==> config.mk <==
export PLATFORM = sky130hd
export DESIGN_NAME = pack_fault_status
export DESIGN_NICKNAME = d
export VERILOG_FILES = /design/src/verilog/fault_delay_timer.v /design/src/verilog/pack_fault_status.v
export VERILOG_INCLUDE_DIRS = /design/src /design/src/verilog
export SDC_FILE = /design/constraint.sdc
export NUM_CORES = 1
export LEC_CHECK = 0
export ABC_AREA = 1
export BUFFER_PORTS_ARGS = -buffer_cell sky130_fd_sc_hd__buf_2
export CAP_MARGIN = 20
export CORE_MARGIN = 2
export CORE_UTILIZATION = 60
export DETAILED_ROUTE_END_ITERATION = 8
export GPL_TIMING_DRIVEN = 0
export PLACE_DENSITY = 0.88
export SLEW_MARGIN = 10
export SYNTH_ARGS = -nofsm -noshare
export SYNTH_HDL_FRONTEND = slang
export SYNTH_HIERARCHICAL = 1
export SYNTH_SLANG_ARGS = --single-unit
export TNS_END_PERCENT = 20
==> constraint.sdc <==
create_clock -name CORE_CLK_I -period 4.8 [get_ports CORE_CLK_I]
set_clock_uncertainty 0.05 [all_clocks]
set_input_delay 0.24 -clock CORE_CLK_I [delete_from_list [all_inputs] [get_ports CORE_CLK_I]]
set_output_delay 0.24 -clock CORE_CLK_I [all_outputs]
set_load 0.1 [all_outputs]
==> src/verilog/pack_fault_regs.vh <==
// register offsets, field positions and scale constants for the pack fault status logic
// Summary of operation
// RULE_01 - cell above lockout level sets lockout flag, charge and balance off, shutdown high
// RULE_02 - lockout flag clears only once all cells fall below recovery level
// RULE_03 - all-ones lockout level disables lockout; scan override plus charge enable bypasses
// RULE_04 - controller owning the scan must do all cell scans, compares, timing, balancing
// RULE_05 - cell above high level for delay sets timed flag; charge off unless external control
// RULE_06 - all cells below recovery for delay clear timed flag; charge back unless external
// RULE_07 - maximum high-level code disables timed high-cell detection
// RULE_08 - cell above charge-complete level sets flag and pulls pin low; charge stays on
// RULE_09 - charge-complete flag clears when all cells below level minus 117 mV hysteresis
// RULE_10 - balance-at-charge-complete option balances while flag set, any current direction
// RULE_11 - open sense lead sets flag; balance and power off unless external control
// RULE_12 - open-lead flag clears on clean later scan; option forces shutdown; disable bit
// RULE_13 - cell spread above limit sets imbalance flag; balance and power off unless external
// RULE_14 - imbalance flag clears on later in-limit measurement set; option forces shutdown
// RULE_15 - all-ones spread limit disables imbalance and therefore open-lead detection
// RULE_16 - short beyond its delay sets short and load flags; balance and power always off
// RULE_17 - discharge overcurrent beyond delay sets flags; power off unless external control
// RULE_18 - two clear load scans clear short/overcurrent flags; switches back unless external
// RULE_19 - under external control the controller pulses load watch and clears load error
// RULE_20 - charge overcurrent beyond delay sets flags; power off unless external control
// RULE_21 - two charger-free scans clear charge overcurrent, else controller clears it
// RULE_22 - die overheat sets flag, stops balancing, power off until below recovery limit
`ifndef PACK_FAULT_REGS_VH
`define PACK_FAULT_REGS_VH
`define PRIMARY_FAULT_STATUS_ADDR 8'h80
`define SECONDARY_FAULT_STATUS_ADDR 8'h81
`define LEVEL_DISABLE_CODE 12'hFFF
`define EOC_HYST_MV 117
`define CELL_FULL_SCALE_MV 4800
`define EOC_HYST_CODE 12'h064
`define LOAD_CLEAR_SCANS 2'h2
`define BIT_HIGH_CELL_FLAG 0
`define BIT_LOCKOUT_FLAG 1
`define BIT_DIE_OVERHEAT 0
`define BIT_CHARGE_OC 1
`define BIT_DISCHARGE_OC 2
`define BIT_SHORT 3
`define BIT_IMBALANCE 4
`define BIT_BROKEN_LEAD 5
`define BIT_CHARGE_COMPLETE 7
`endif

==> src/verilog/fault_delay_timer.v <==
// qualification timer: a condition must hold for a unit-times-count delay
module fault_delay_timer #(
   parameter CW = 16
) (
   input wire CORE_CLK_I,
   input wire SYS_RST_I,
   input wire cond_i,
   input wire tick_i,
   input wire [CW-1:0] limit_i,
   output wire done_o
);
   reg [CW-1:0] cnt_ff;
   reg [CW-1:0] nxt_cnt;

   // count ticks while the condition holds, restart the moment it drops
   always @* begin
      nxt_cnt = cnt_ff;
      if (!cond_i)
         nxt_cnt = {CW{1'b0}};
      else if (tick_i && cnt_ff <= limit_i)
         nxt_cnt = cnt_ff + {{(CW-1){1'b0}}, 1'b1};
   end

   always @(posedge CORE_CLK_I) begin
      if (SYS_RST_I)
         cnt_ff <= {CW{1'b0}};
      else
         cnt_ff <= nxt_cnt;
   end

   // strictly longer than the limit
   assign done_o = cond_i && (cnt_ff > limit_i);
endmodule // fault_delay_timer

==> src/verilog/pack_fault_status.v <==
// fault detection, latching and recovery behind the two fault status registers
`include "pack_fault_regs.vh"
module pack_fault_status #(
   parameter NCELL = 8,
   parameter TW = 16
) (
   input wire CORE_CLK_I,
   input wire SYS_RST_I,
   // scan results, one strobe per completed measurement set
   input wire SCAN_DONE_I,
   input wire [11:0] CELL_MAX_I,
   input wire [11:0] CELL_MIN_I,
   input wire DELAY_TICK_I,
   // thresholds and options
   input wire [11:0] HIGH_CELL_LOCKOUT_I,
   input wire [11:0] HIGH_CELL_LEVEL_I,
   input wire [11:0] HIGH_CELL_RECOVERY_LEVEL_I,
   input wire [TW-1:0] HIGH_CELL_DELAY_I,
   input wire [11:0] CHARGE_COMPLETE_LEVEL_I,
   input wire [11:0] MAX_BALANCE_DIFFERENTIAL_I,
   input wire BALANCE_AT_CHARGE_COMPLETE_I,
   input wire BROKEN_LEAD_FORCES_SHUTDOWN_I,
   input wire BROKEN_LEAD_TEST_DISABLE_I,
   input wire IMBALANCE_FORCES_SHUTDOWN_I,
   // open-lead scan result
   input wire BROKEN_LEAD_SCAN_DONE_I,
   input wire BROKEN_LEAD_FOUND_I,
   // analog comparators and their qualified delays
   input wire SHORT_OVER_I,
   input wire [TW-1:0] DISCHARGE_SHORT_DELAY_I,
   input wire DOC_OVER_I,
   input wire [TW-1:0] DOC_DELAY_I,
   input wire COC_OVER_I,
   input wire [TW-1:0] COC_DELAY_I,
   input wire DIE_ABOVE_LIMIT_I,
   input wire DIE_BELOW_RECOVERY_I,
   // load and charger watch scans
   input wire LOAD_WATCH_SCAN_I,
   input wire LOAD_WATCH_PIN_LOAD_I,
   input wire CHARGER_WATCH_SCAN_I,
   input wire CHARGER_WATCH_PIN_CHARGER_I,
   // controller control bits
   input wire EXTERNAL_POWER_SWITCH_CONTROL_I,
   input wire EXTERNAL_SCAN_OVERRIDE_I,
   input wire EXTERNAL_LOAD_WATCH_CONTROL_I,
   input wire EXTERNAL_CHARGER_WATCH_CONTROL_I,
   input wire LOAD_ERROR_CLEAR_I,
   input wire CHARGER_ERROR_CLEAR_I,
   input wire HOST_CHARGE_SWITCH_I,
   input wire HOST_DISCHARGE_SWITCH_I,
   input wire HOST_PRECHARGE_SWITCH_I,
   input wire PRECHARGE_SELECT_I,
   input wire [NCELL-1:0] BALANCE_REQUEST_I,
   input wire CHARGING_I,
   // register read port
   input wire [7:0] REG_ADDR_I,
   output reg [7:0] REG_RDATA_O,
   // actions
   output wire CHARGE_SWITCH_DRIVE_O,
   output wire DISCHARGE_SWITCH_DRIVE_O,
   output wire PRECHARGE_SWITCH_DRIVE_O,
   output wire [NCELL-1:0] BALANCE_SWITCH_OUTPUTS_O,
   output wire PACK_SHUTDOWN_OUTPUT_O,
   output wire CHARGE_COMPLETE_N_O,
   output wire LOAD_ATTACHED_FLAG_O,
   output wire CHARGER_ATTACHED_FLAG_O
);
   reg lockout_high_cell_flag_ff, timed_high_cell_flag_ff, charge_complete_flag_ff;
   reg broken_sense_lead_flag_ff, cell_imbalance_flag_ff, discharge_short_flag_ff;
   reg discharge_overcurrent_flag_ff, charge_overcurrent_flag_ff, die_overheat_flag_ff;
   reg load_attached_flag_ff, charger_attached_flag_ff;
   reg charge_fet_ff, discharge_fet_ff;
   reg [1:0] load_clear_cnt_ff, charger_clear_cnt_ff;
   wire ext_fet = EXTERNAL_POWER_SWITCH_CONTROL_I;

   // comparisons against the scan results
   wire lockout_en = HIGH_CELL_LOCKOUT_I != `LEVEL_DISABLE_CODE; // RULE_03
   wire lockout_set = lockout_en && SCAN_DONE_I && (CELL_MAX_I > HIGH_CELL_LOCKOUT_I); // RULE_01
   wire below_recovery = CELL_MAX_I < HIGH_CELL_RECOVERY_LEVEL_I;
   wire ov_en = HIGH_CELL_LEVEL_I != `LEVEL_DISABLE_CODE; // RULE_07
   wire ov_above = ov_en && (CELL_MAX_I > HIGH_CELL_LEVEL_I);
   wire [11:0] eoc_clear_level = (CHARGE_COMPLETE_LEVEL_I > `EOC_HYST_CODE) ?
      CHARGE_COMPLETE_LEVEL_I - `EOC_HYST_CODE : 12'h000;
   wire [11:0] spread = CELL_MAX_I - CELL_MIN_I;
   wire diff_en = MAX_BALANCE_DIFFERENTIAL_I != `LEVEL_DISABLE_CODE; // RULE_15
   wire imbalance_now = diff_en && (spread > MAX_BALANCE_DIFFERENTIAL_I);
   // open lead test is triggered by an imbalance, so it dies with the spread check
   wire lead_test_en = diff_en && !BROKEN_LEAD_TEST_DISABLE_I; // RULE_15

   // qualification timers
   wire ov_done, ovr_done, dsc_done, doc_done, coc_done;
   fault_delay_timer #(.CW(TW)) u_ov_set (.CORE_CLK_I(CORE_CLK_I), .SYS_RST_I(SYS_RST_I),
      .cond_i(ov_above && !timed_high_cell_flag_ff), .tick_i(DELAY_TICK_I),
      .limit_i(HIGH_CELL_DELAY_I), .done_o(ov_done));
   fault_delay_timer #(.CW(TW)) u_ov_clr (.CORE_CLK_I(CORE_CLK_I), .SYS_RST_I(SYS_RST_I),
      .cond_i(below_recovery && timed_high_cell_flag_ff), .tick_i(DELAY_TICK_I),
      .limit_i(HIGH_CELL_DELAY_I), .done_o(ovr_done));
   fault_delay_timer #(.CW(TW)) u_dsc (.CORE_CLK_I(CORE_CLK_I), .SYS_RST_I(SYS_RST_I),
      .cond_i(SHORT_OVER_I), .tick_i(DELAY_TICK_I),
      .limit_i(DISCHARGE_SHORT_DELAY_I), .done_o(dsc_done));
   fault_delay_timer #(.CW(TW)) u_doc (.CORE_CLK_I(CORE_CLK_I), .SYS_RST_I(SYS_RST_I),
      .cond_i(DOC_OVER_I), .tick_i(DELAY_TICK_I),
      .limit_i(DOC_DELAY_I), .done_o(doc_done));
   fault_delay_timer #(.CW(TW)) u_coc (.CORE_CLK_I(CORE_CLK_I), .SYS_RST_I(SYS_RST_I),
      .cond_i(COC_OVER_I), .tick_i(DELAY_TICK_I),
      .limit_i(COC_DELAY_I), .done_o(coc_done));

   // no-load scan counting for automatic recovery
   wire load_fault = discharge_short_flag_ff || discharge_overcurrent_flag_ff;
   wire load_scan_clear = LOAD_WATCH_SCAN_I && !LOAD_WATCH_PIN_LOAD_I;
   wire load_auto_clr = !EXTERNAL_LOAD_WATCH_CONTROL_I && load_scan_clear &&
      (load_clear_cnt_ff == `LOAD_CLEAR_SCANS - 2'h1); // RULE_18
   wire load_host_clr = EXTERNAL_LOAD_WATCH_CONTROL_I && LOAD_ERROR_CLEAR_I &&
      !load_attached_flag_ff; // RULE_19
   wire charger_scan_clear = CHARGER_WATCH_SCAN_I && !CHARGER_WATCH_PIN_CHARGER_I;
   wire chg_auto_clr = !EXTERNAL_CHARGER_WATCH_CONTROL_I && charger_scan_clear &&
      (charger_clear_cnt_ff == `LOAD_CLEAR_SCANS - 2'h1); // RULE_21
   wire chg_host_clr = EXTERNAL_CHARGER_WATCH_CONTROL_I && CHARGER_ERROR_CLEAR_I &&
      !charger_attached_flag_ff; // RULE_21
   wire dsc_set = dsc_done && !discharge_short_flag_ff;
   wire doc_set = doc_done && !discharge_overcurrent_flag_ff;
   wire coc_set = coc_done && !charge_overcurrent_flag_ff;
   wire lead_set = lead_test_en && BROKEN_LEAD_SCAN_DONE_I && BROKEN_LEAD_FOUND_I;

   // scan counters restart on a scan that still sees the other party
   always @(posedge CORE_CLK_I) begin
      if (SYS_RST_I) begin
         load_clear_cnt_ff <= 2'h0;
         charger_clear_cnt_ff <= 2'h0;
      end else begin
         if (!load_fault || (LOAD_WATCH_SCAN_I && LOAD_WATCH_PIN_LOAD_I) || load_auto_clr)
            load_clear_cnt_ff <= 2'h0;
         else if (load_scan_clear)
            load_clear_cnt_ff <= load_clear_cnt_ff + 2'h1;
         if (!charge_overcurrent_flag_ff || (CHARGER_WATCH_SCAN_I && CHARGER_WATCH_PIN_CHARGER_I)
               || chg_auto_clr)
            charger_clear_cnt_ff <= 2'h0;
         else if (charger_scan_clear)
            charger_clear_cnt_ff <= charger_clear_cnt_ff + 2'h1;
      end
   end

   // fault flags; a set always wins over a clear in the same cycle
   always @(posedge CORE_CLK_I) begin
      if (SYS_RST_I) begin
         lockout_high_cell_flag_ff <= 1'b0;
         timed_high_cell_flag_ff <= 1'b0;
         charge_complete_flag_ff <= 1'b0;
         broken_sense_lead_flag_ff <= 1'b0;
         cell_imbalance_flag_ff <= 1'b0;
         discharge_short_flag_ff <= 1'b0;
         discharge_overcurrent_flag_ff <= 1'b0;
         charge_overcurrent_flag_ff <= 1'b0;
         die_overheat_flag_ff <= 1'b0;
      end else begin
         if (lockout_set)
            lockout_high_cell_flag_ff <= 1'b1; // RULE_01
         else if (SCAN_DONE_I && below_recovery)
            lockout_high_cell_flag_ff <= 1'b0; // RULE_02
         if (ov_done)
            timed_high_cell_flag_ff <= 1'b1; // RULE_05
         else if (ovr_done || !ov_en)
            timed_high_cell_flag_ff <= 1'b0; // RULE_06
         if (SCAN_DONE_I && CELL_MAX_I > CHARGE_COMPLETE_LEVEL_I)
            charge_complete_flag_ff <= 1'b1; // RULE_08
         else if (SCAN_DONE_I && CELL_MAX_I < eoc_clear_level)
            charge_complete_flag_ff <= 1'b0; // RULE_09
         if (lead_set)
            broken_sense_lead_flag_ff <= 1'b1; // RULE_11
         else if (!lead_test_en || BROKEN_LEAD_SCAN_DONE_I)
            broken_sense_lead_flag_ff <= 1'b0; // RULE_12
         if (SCAN_DONE_I)
            cell_imbalance_flag_ff <= imbalance_now; // RULE_13 RULE_14
         else if (!diff_en)
            cell_imbalance_flag_ff <= 1'b0;
         if (dsc_set)
            discharge_short_flag_ff <= 1'b1; // RULE_16
         else if (load_auto_clr || load_host_clr)
            discharge_short_flag_ff <= 1'b0; // RULE_18
         if (doc_set)
            discharge_overcurrent_flag_ff <= 1'b1; // RULE_17
         else if (load_auto_clr || load_host_clr)
            discharge_overcurrent_flag_ff <= 1'b0; // RULE_18
         if (coc_set)
            charge_overcurrent_flag_ff <= 1'b1; // RULE_20
         else if (chg_auto_clr || chg_host_clr)
            charge_overcurrent_flag_ff <= 1'b0; // RULE_21
         if (DIE_ABOVE_LIMIT_I)
            die_overheat_flag_ff <= 1'b1; // RULE_22
         else if (DIE_BELOW_RECOVERY_I)
            die_overheat_flag_ff <= 1'b0; // RULE_22
      end
   end

   // attached flags follow the watch pins while their fault stands
   always @(posedge CORE_CLK_I) begin
      if (SYS_RST_I) begin
         load_attached_flag_ff <= 1'b0;
         charger_attached_flag_ff <= 1'b0;
      end else begin
         if (dsc_set || doc_set)
            load_attached_flag_ff <= 1'b1; // RULE_16 RULE_17
         else if (LOAD_WATCH_SCAN_I)
            load_attached_flag_ff <= load_fault && LOAD_WATCH_PIN_LOAD_I;
         if (coc_set)
            charger_attached_flag_ff <= 1'b1; // RULE_20
         else if (CHARGER_WATCH_SCAN_I)
            charger_attached_flag_ff <= charge_overcurrent_flag_ff && CHARGER_WATCH_PIN_CHARGER_I;
      end
   end

   // power switch blocking terms
   wire gated_fault = broken_sense_lead_flag_ff || cell_imbalance_flag_ff ||
      discharge_overcurrent_flag_ff || charge_overcurrent_flag_ff; // RULE_11 RULE_13
   wire hard_off = discharge_short_flag_ff || die_overheat_flag_ff; // RULE_16 RULE_22
   wire power_off = hard_off || (!ext_fet && gated_fault); // RULE_17 RULE_20
   // lockout holds the charge switch unless the controller owns the scan
   wire lockout_block = lockout_high_cell_flag_ff && !EXTERNAL_SCAN_OVERRIDE_I; // RULE_03
   wire charge_block = lockout_block || (!ext_fet && timed_high_cell_flag_ff); // RULE_05

   // automatic switch state; under external control the host bits are used instead
   always @(posedge CORE_CLK_I) begin
      if (SYS_RST_I) begin
         charge_fet_ff <= 1'b0;
         discharge_fet_ff <= 1'b0;
      end else if (ext_fet) begin
         charge_fet_ff <= HOST_CHARGE_SWITCH_I; // RULE_19
         discharge_fet_ff <= HOST_DISCHARGE_SWITCH_I;
      end else begin
         // re-enabled as soon as no fault remains
         charge_fet_ff <= !power_off && !charge_block; // RULE_06 RULE_18 RULE_21
         discharge_fet_ff <= !power_off; // RULE_18
      end
   end

   // precharge replaces charge when selected in automatic mode; under external control the host bit drives it; charge-complete never blocks it
   wire charge_on = charge_fet_ff && !power_off && !charge_block; // RULE_01 RULE_08
   assign CHARGE_SWITCH_DRIVE_O = charge_on && !PRECHARGE_SELECT_I;
   assign PRECHARGE_SWITCH_DRIVE_O = ext_fet ?
      (HOST_PRECHARGE_SWITCH_I && !power_off && !charge_block) :
      (charge_on && PRECHARGE_SELECT_I);
   assign DISCHARGE_SWITCH_DRIVE_O = discharge_fet_ff && !power_off;

   // balancing: allowed at charge complete when the option is set, stopped by power-off faults and lockout
   wire balance_stop = power_off || lockout_high_cell_flag_ff; // RULE_01 RULE_22
   wire eoc_balance = BALANCE_AT_CHARGE_COMPLETE_I && charge_complete_flag_ff; // RULE_10
   genvar gi;
   generate
      for (gi = 0; gi < NCELL; gi = gi + 1) begin : g_bal
         assign BALANCE_SWITCH_OUTPUTS_O[gi] = !balance_stop && BALANCE_REQUEST_I[gi] &&
            (CHARGING_I || eoc_balance); // RULE_10
      end
   endgenerate

   // shutdown output
   assign PACK_SHUTDOWN_OUTPUT_O = lockout_high_cell_flag_ff || // RULE_01
      (BROKEN_LEAD_FORCES_SHUTDOWN_I && broken_sense_lead_flag_ff) || // RULE_12
      (IMBALANCE_FORCES_SHUTDOWN_I && cell_imbalance_flag_ff); // RULE_14
   assign CHARGE_COMPLETE_N_O = !charge_complete_flag_ff; // RULE_08
   assign LOAD_ATTACHED_FLAG_O = load_attached_flag_ff;
   assign CHARGER_ATTACHED_FLAG_O = charger_attached_flag_ff;

   // status read; other bits of the first register belong elsewhere and read zero
   always @* begin
      REG_RDATA_O = 8'h00;
      case (REG_ADDR_I)
         `PRIMARY_FAULT_STATUS_ADDR: begin
            REG_RDATA_O[`BIT_HIGH_CELL_FLAG] = timed_high_cell_flag_ff;
            REG_RDATA_O[`BIT_LOCKOUT_FLAG] = lockout_high_cell_flag_ff;
         end
         `SECONDARY_FAULT_STATUS_ADDR: begin
            REG_RDATA_O[`BIT_DIE_OVERHEAT] = die_overheat_flag_ff;
            REG_RDATA_O[`BIT_CHARGE_OC] = charge_overcurrent_flag_ff;
            REG_RDATA_O[`BIT_DISCHARGE_OC] = discharge_overcurrent_flag_ff;
            REG_RDATA_O[`BIT_SHORT] = discharge_short_flag_ff;
            REG_RDATA_O[`BIT_IMBALANCE] = cell_imbalance_flag_ff;
            REG_RDATA_O[`BIT_BROKEN_LEAD] = broken_sense_lead_flag_ff;
            REG_RDATA_O[`BIT_CHARGE_COMPLETE] = charge_complete_flag_ff;
         end
         default: REG_RDATA_O = 8'h00;
      endcase
   end
endmodule // pack_fault_status

==> metrics.yaml <==
timing:
  setup_violations: 0
  fmax_mhz: 388
  drv_slew: 0
  hold_viol: 0
  rsz0062_at_grt: "false"
  fin_crit_ns: 2.57
  tightest_slew_ns: 0.574
  fin_crit_sh_pct: 53.6
  relSlewSlack_pct: 61.7
  tns_ns: 0
clock_tree:
  cts_max_level: 3
  post-cts-setup-buffers: 0
  cts_resized: 0
  cts_hold_buffers: 0
  cts_sinks: 97
  clk_latency_ns: 0.35
  cts_tree: "yes"
  numCtsBuffers: 9
  clock-root-buffer: "clkbuf_16"
  clk_path_buf_depth: 2
  clk_pin_slew_ns: 0.07
routing:
  viasPerCell: 5.34
  routedWlPerCell_microns: 13.5
  first_iter_violations: 696
  vias: 10748
  drt-total-wl_microns: 27100
  antenna_left: 0
  dr.pass1.iters: 5
  drc: 0
layout:
  fin_nets: 2149
  final_common_cell: "nand2_1"
  area_growth_pct: 16.6
  multi_input_area_sq_um: 6940
  most-common-layout-cells: "314 x nand2_1, 253 x inv_1, 220 x buf_2, 179 x nor2_1, 170 x ha_1"
  final_layout_size_suffix_gt1_share_pct: 20.4
  fillers: 1397
  seqCellArea_sq_um: 1940
setup_path:
  cp_max_fo: 5
  cp.arrival_ns: 2.76
  cp-start-kind: "input port"
  cp.required_ns: 4.98
  crit_path_end_kind: "flop"
  critical_path_class: "in2reg"
  r2r.worst_path.cells: 17
power:
  peakVddDrop_mv: 0.205
  totalPowerFinal_uw: 2240
  power_density_nw_per_um2: 189
  p_leak_uw: 0.00616
die:
  dieHeight_microns: 134
  core_area_sq_um: 16600
  dieArea_sq_um: 18000
  io_pins: 217
  start_util_pct: 61.4
  die_x_microns: 134
  rows: 47
logic_synthesis:
  syn_area_per_cell_sq_um: 6.54
  ys_types: 50
  yosys_warnings: 6
  synthTopCellsByArea: "ha_1 21%, dfxtp_1 19%, nand2_1 12%"
  synth_largest_area_cell: "ha_1"
  synth_edf_count: 0
  ys_seq_area_share_pct: 19.1
  ys_ff_latch: 97
  syn_area_sq_um: 10200
  synth_top_area_share_pct: 20.9
  ys.flop_type: "dfxtp_1"
  synth_cells: 1559
  syn_nets: 1924
  synthArstFlopShare_pct: 0
global_route:
  grt_max_degree: 16
  grt_pass1_vias: 10207
  antenna_found_initial: 1
  track_usage_pct: 29.8
  overflow: 0
  grt_first_pass_wirelength_microns: 44700
outcome:
  outcome: "completed"
place:
  gp_congestion: 0.944
  numPortBuffers: 214
  dp_hpwl_microns: 22400
worst_hold_path:
  hold_path_depth: 2
  worst_hold_path_type: "in2reg"
job:
  drv_cap: 0
==> layer usage <==
layer	track usage, %	wire, microns	share of wire, %	vias up
met5	0	0	0	-
met4	9.12	521	1.9	0
met3	4.38	1490	5.5	37
met2	54.4	13400	49	361
met1	36.0	11700	43	4808
li1	-	-	-	5542
==> per-stage QoR <==
stage                     hold WS (ns)  area (sq um)  setup slack, ns  cells  utilization [%]
after CTS                      0.00826         11900             2.20   2009             71.6
after detailed placement         0.381         11500             1.92   1993             69.6
final                           0.0171         11900             2.23   2011             71.6
after global routing            0.0214         11900             2.02   2009             71.6
after floorplan                  0.278         10200             1.42   1559                -
after global placement           0.385         11500             1.96   1993             69.6
==> cells by family after synthesis <==
| group | after synthesis | share of synthesized area (%) |
|---|---|---|
| simple gates | 751 | 34.2 |
| flops | 97 | 19.1 |
| compound gates | 217 | 11.8 |
| buf+inv | 310 | 12.8 |
| xor+xnor | 12 | 1.03 |
| fa+ha+maj | 171 | 21.1 |
| other cells | 1 | 0.0368 |
==> cell type report <==
class                      instances  share of cell area [%]
antenna                            2                  0.0421
buffer                            28                    2.09
clock buffer                      12                    2.24
clock inverter                     4                   0.621
inverter                         282                    8.91
multi-input combinational       1152                    58.4
sequential                        97                    16.3
tap                              220                    2.32
timing repair buffer             214                    9.02
==> worst max-delay path: stages <==
cell and delay, ns:
buf_2 0.11, inv_1 0.24, ha_1 0.25, inv_1 0.09, fa_1 0.45, a21oi_1 0.24
o21ai_1 0.10, xnor2_1 0.14, inv_1 0.06, ha_1 0.26, nand4_1 0.10, o32ai_1 0.35
a21oi_1 0.11
==> where the power goes <==
part	total (uW)	internal, uW	switching (uW)
combinational	602	229	373
clock	816	499	317
sequential	822	813	9.79
total	2240	1540	699
==> cell usage after synthesis, drive strengths merged, types with 4 or more instances <==
cell	number
o21ai	26
inv	282
a211oi	4
xor2	5
or2	6
nor3	42
a21oi	154
o21a	4
dfxtp	97
nor2	199
nand3b	6
nand3	109
ha	170
nor3b	9
a21o	6
o211ai	5
and3	5
xnor2	7
nand4	21
nor4	12
nand2	340
buf	27
==> state kept, by name, indices dropped and copies added, names as in the netlist, 2 cells and up <==
register              cells
u_dsc/cnt_ff             16
u_doc/cnt_ff             16
load_clear_cnt_ff         2
charger_clear_cnt_ff      2
u_ov_clr/cnt_ff          16
u_coc/cnt_ff             16
u_ov_set/cnt_ff          16
==> final timing paths <==
kind | from | endpoint | slack [ns]
setup / recovery | CELL_MAX_I[0] | cell_imbalance_flag_ff$_SDFFE_PP0P_ | 2.23
hold / removal | BROKEN_LEAD_TEST_DISABLE_I | broken_sense_lead_flag_ff$_SDFFE_PP0P_ | 0.02
setup reg to reg | u_ov_clr/cnt_ff[0]$_SDFFE_PP0P_ | timed_high_cell_flag_ff$_SDFFE_PP0P_ | 2.77
hold reg to reg | load_clear_cnt_ff[1]$_SDFFE_PP0P_ | load_clear_cnt_ff[1]$_SDFFE_PP0P_ | 0.41
(Power assumes the default switching activity.)
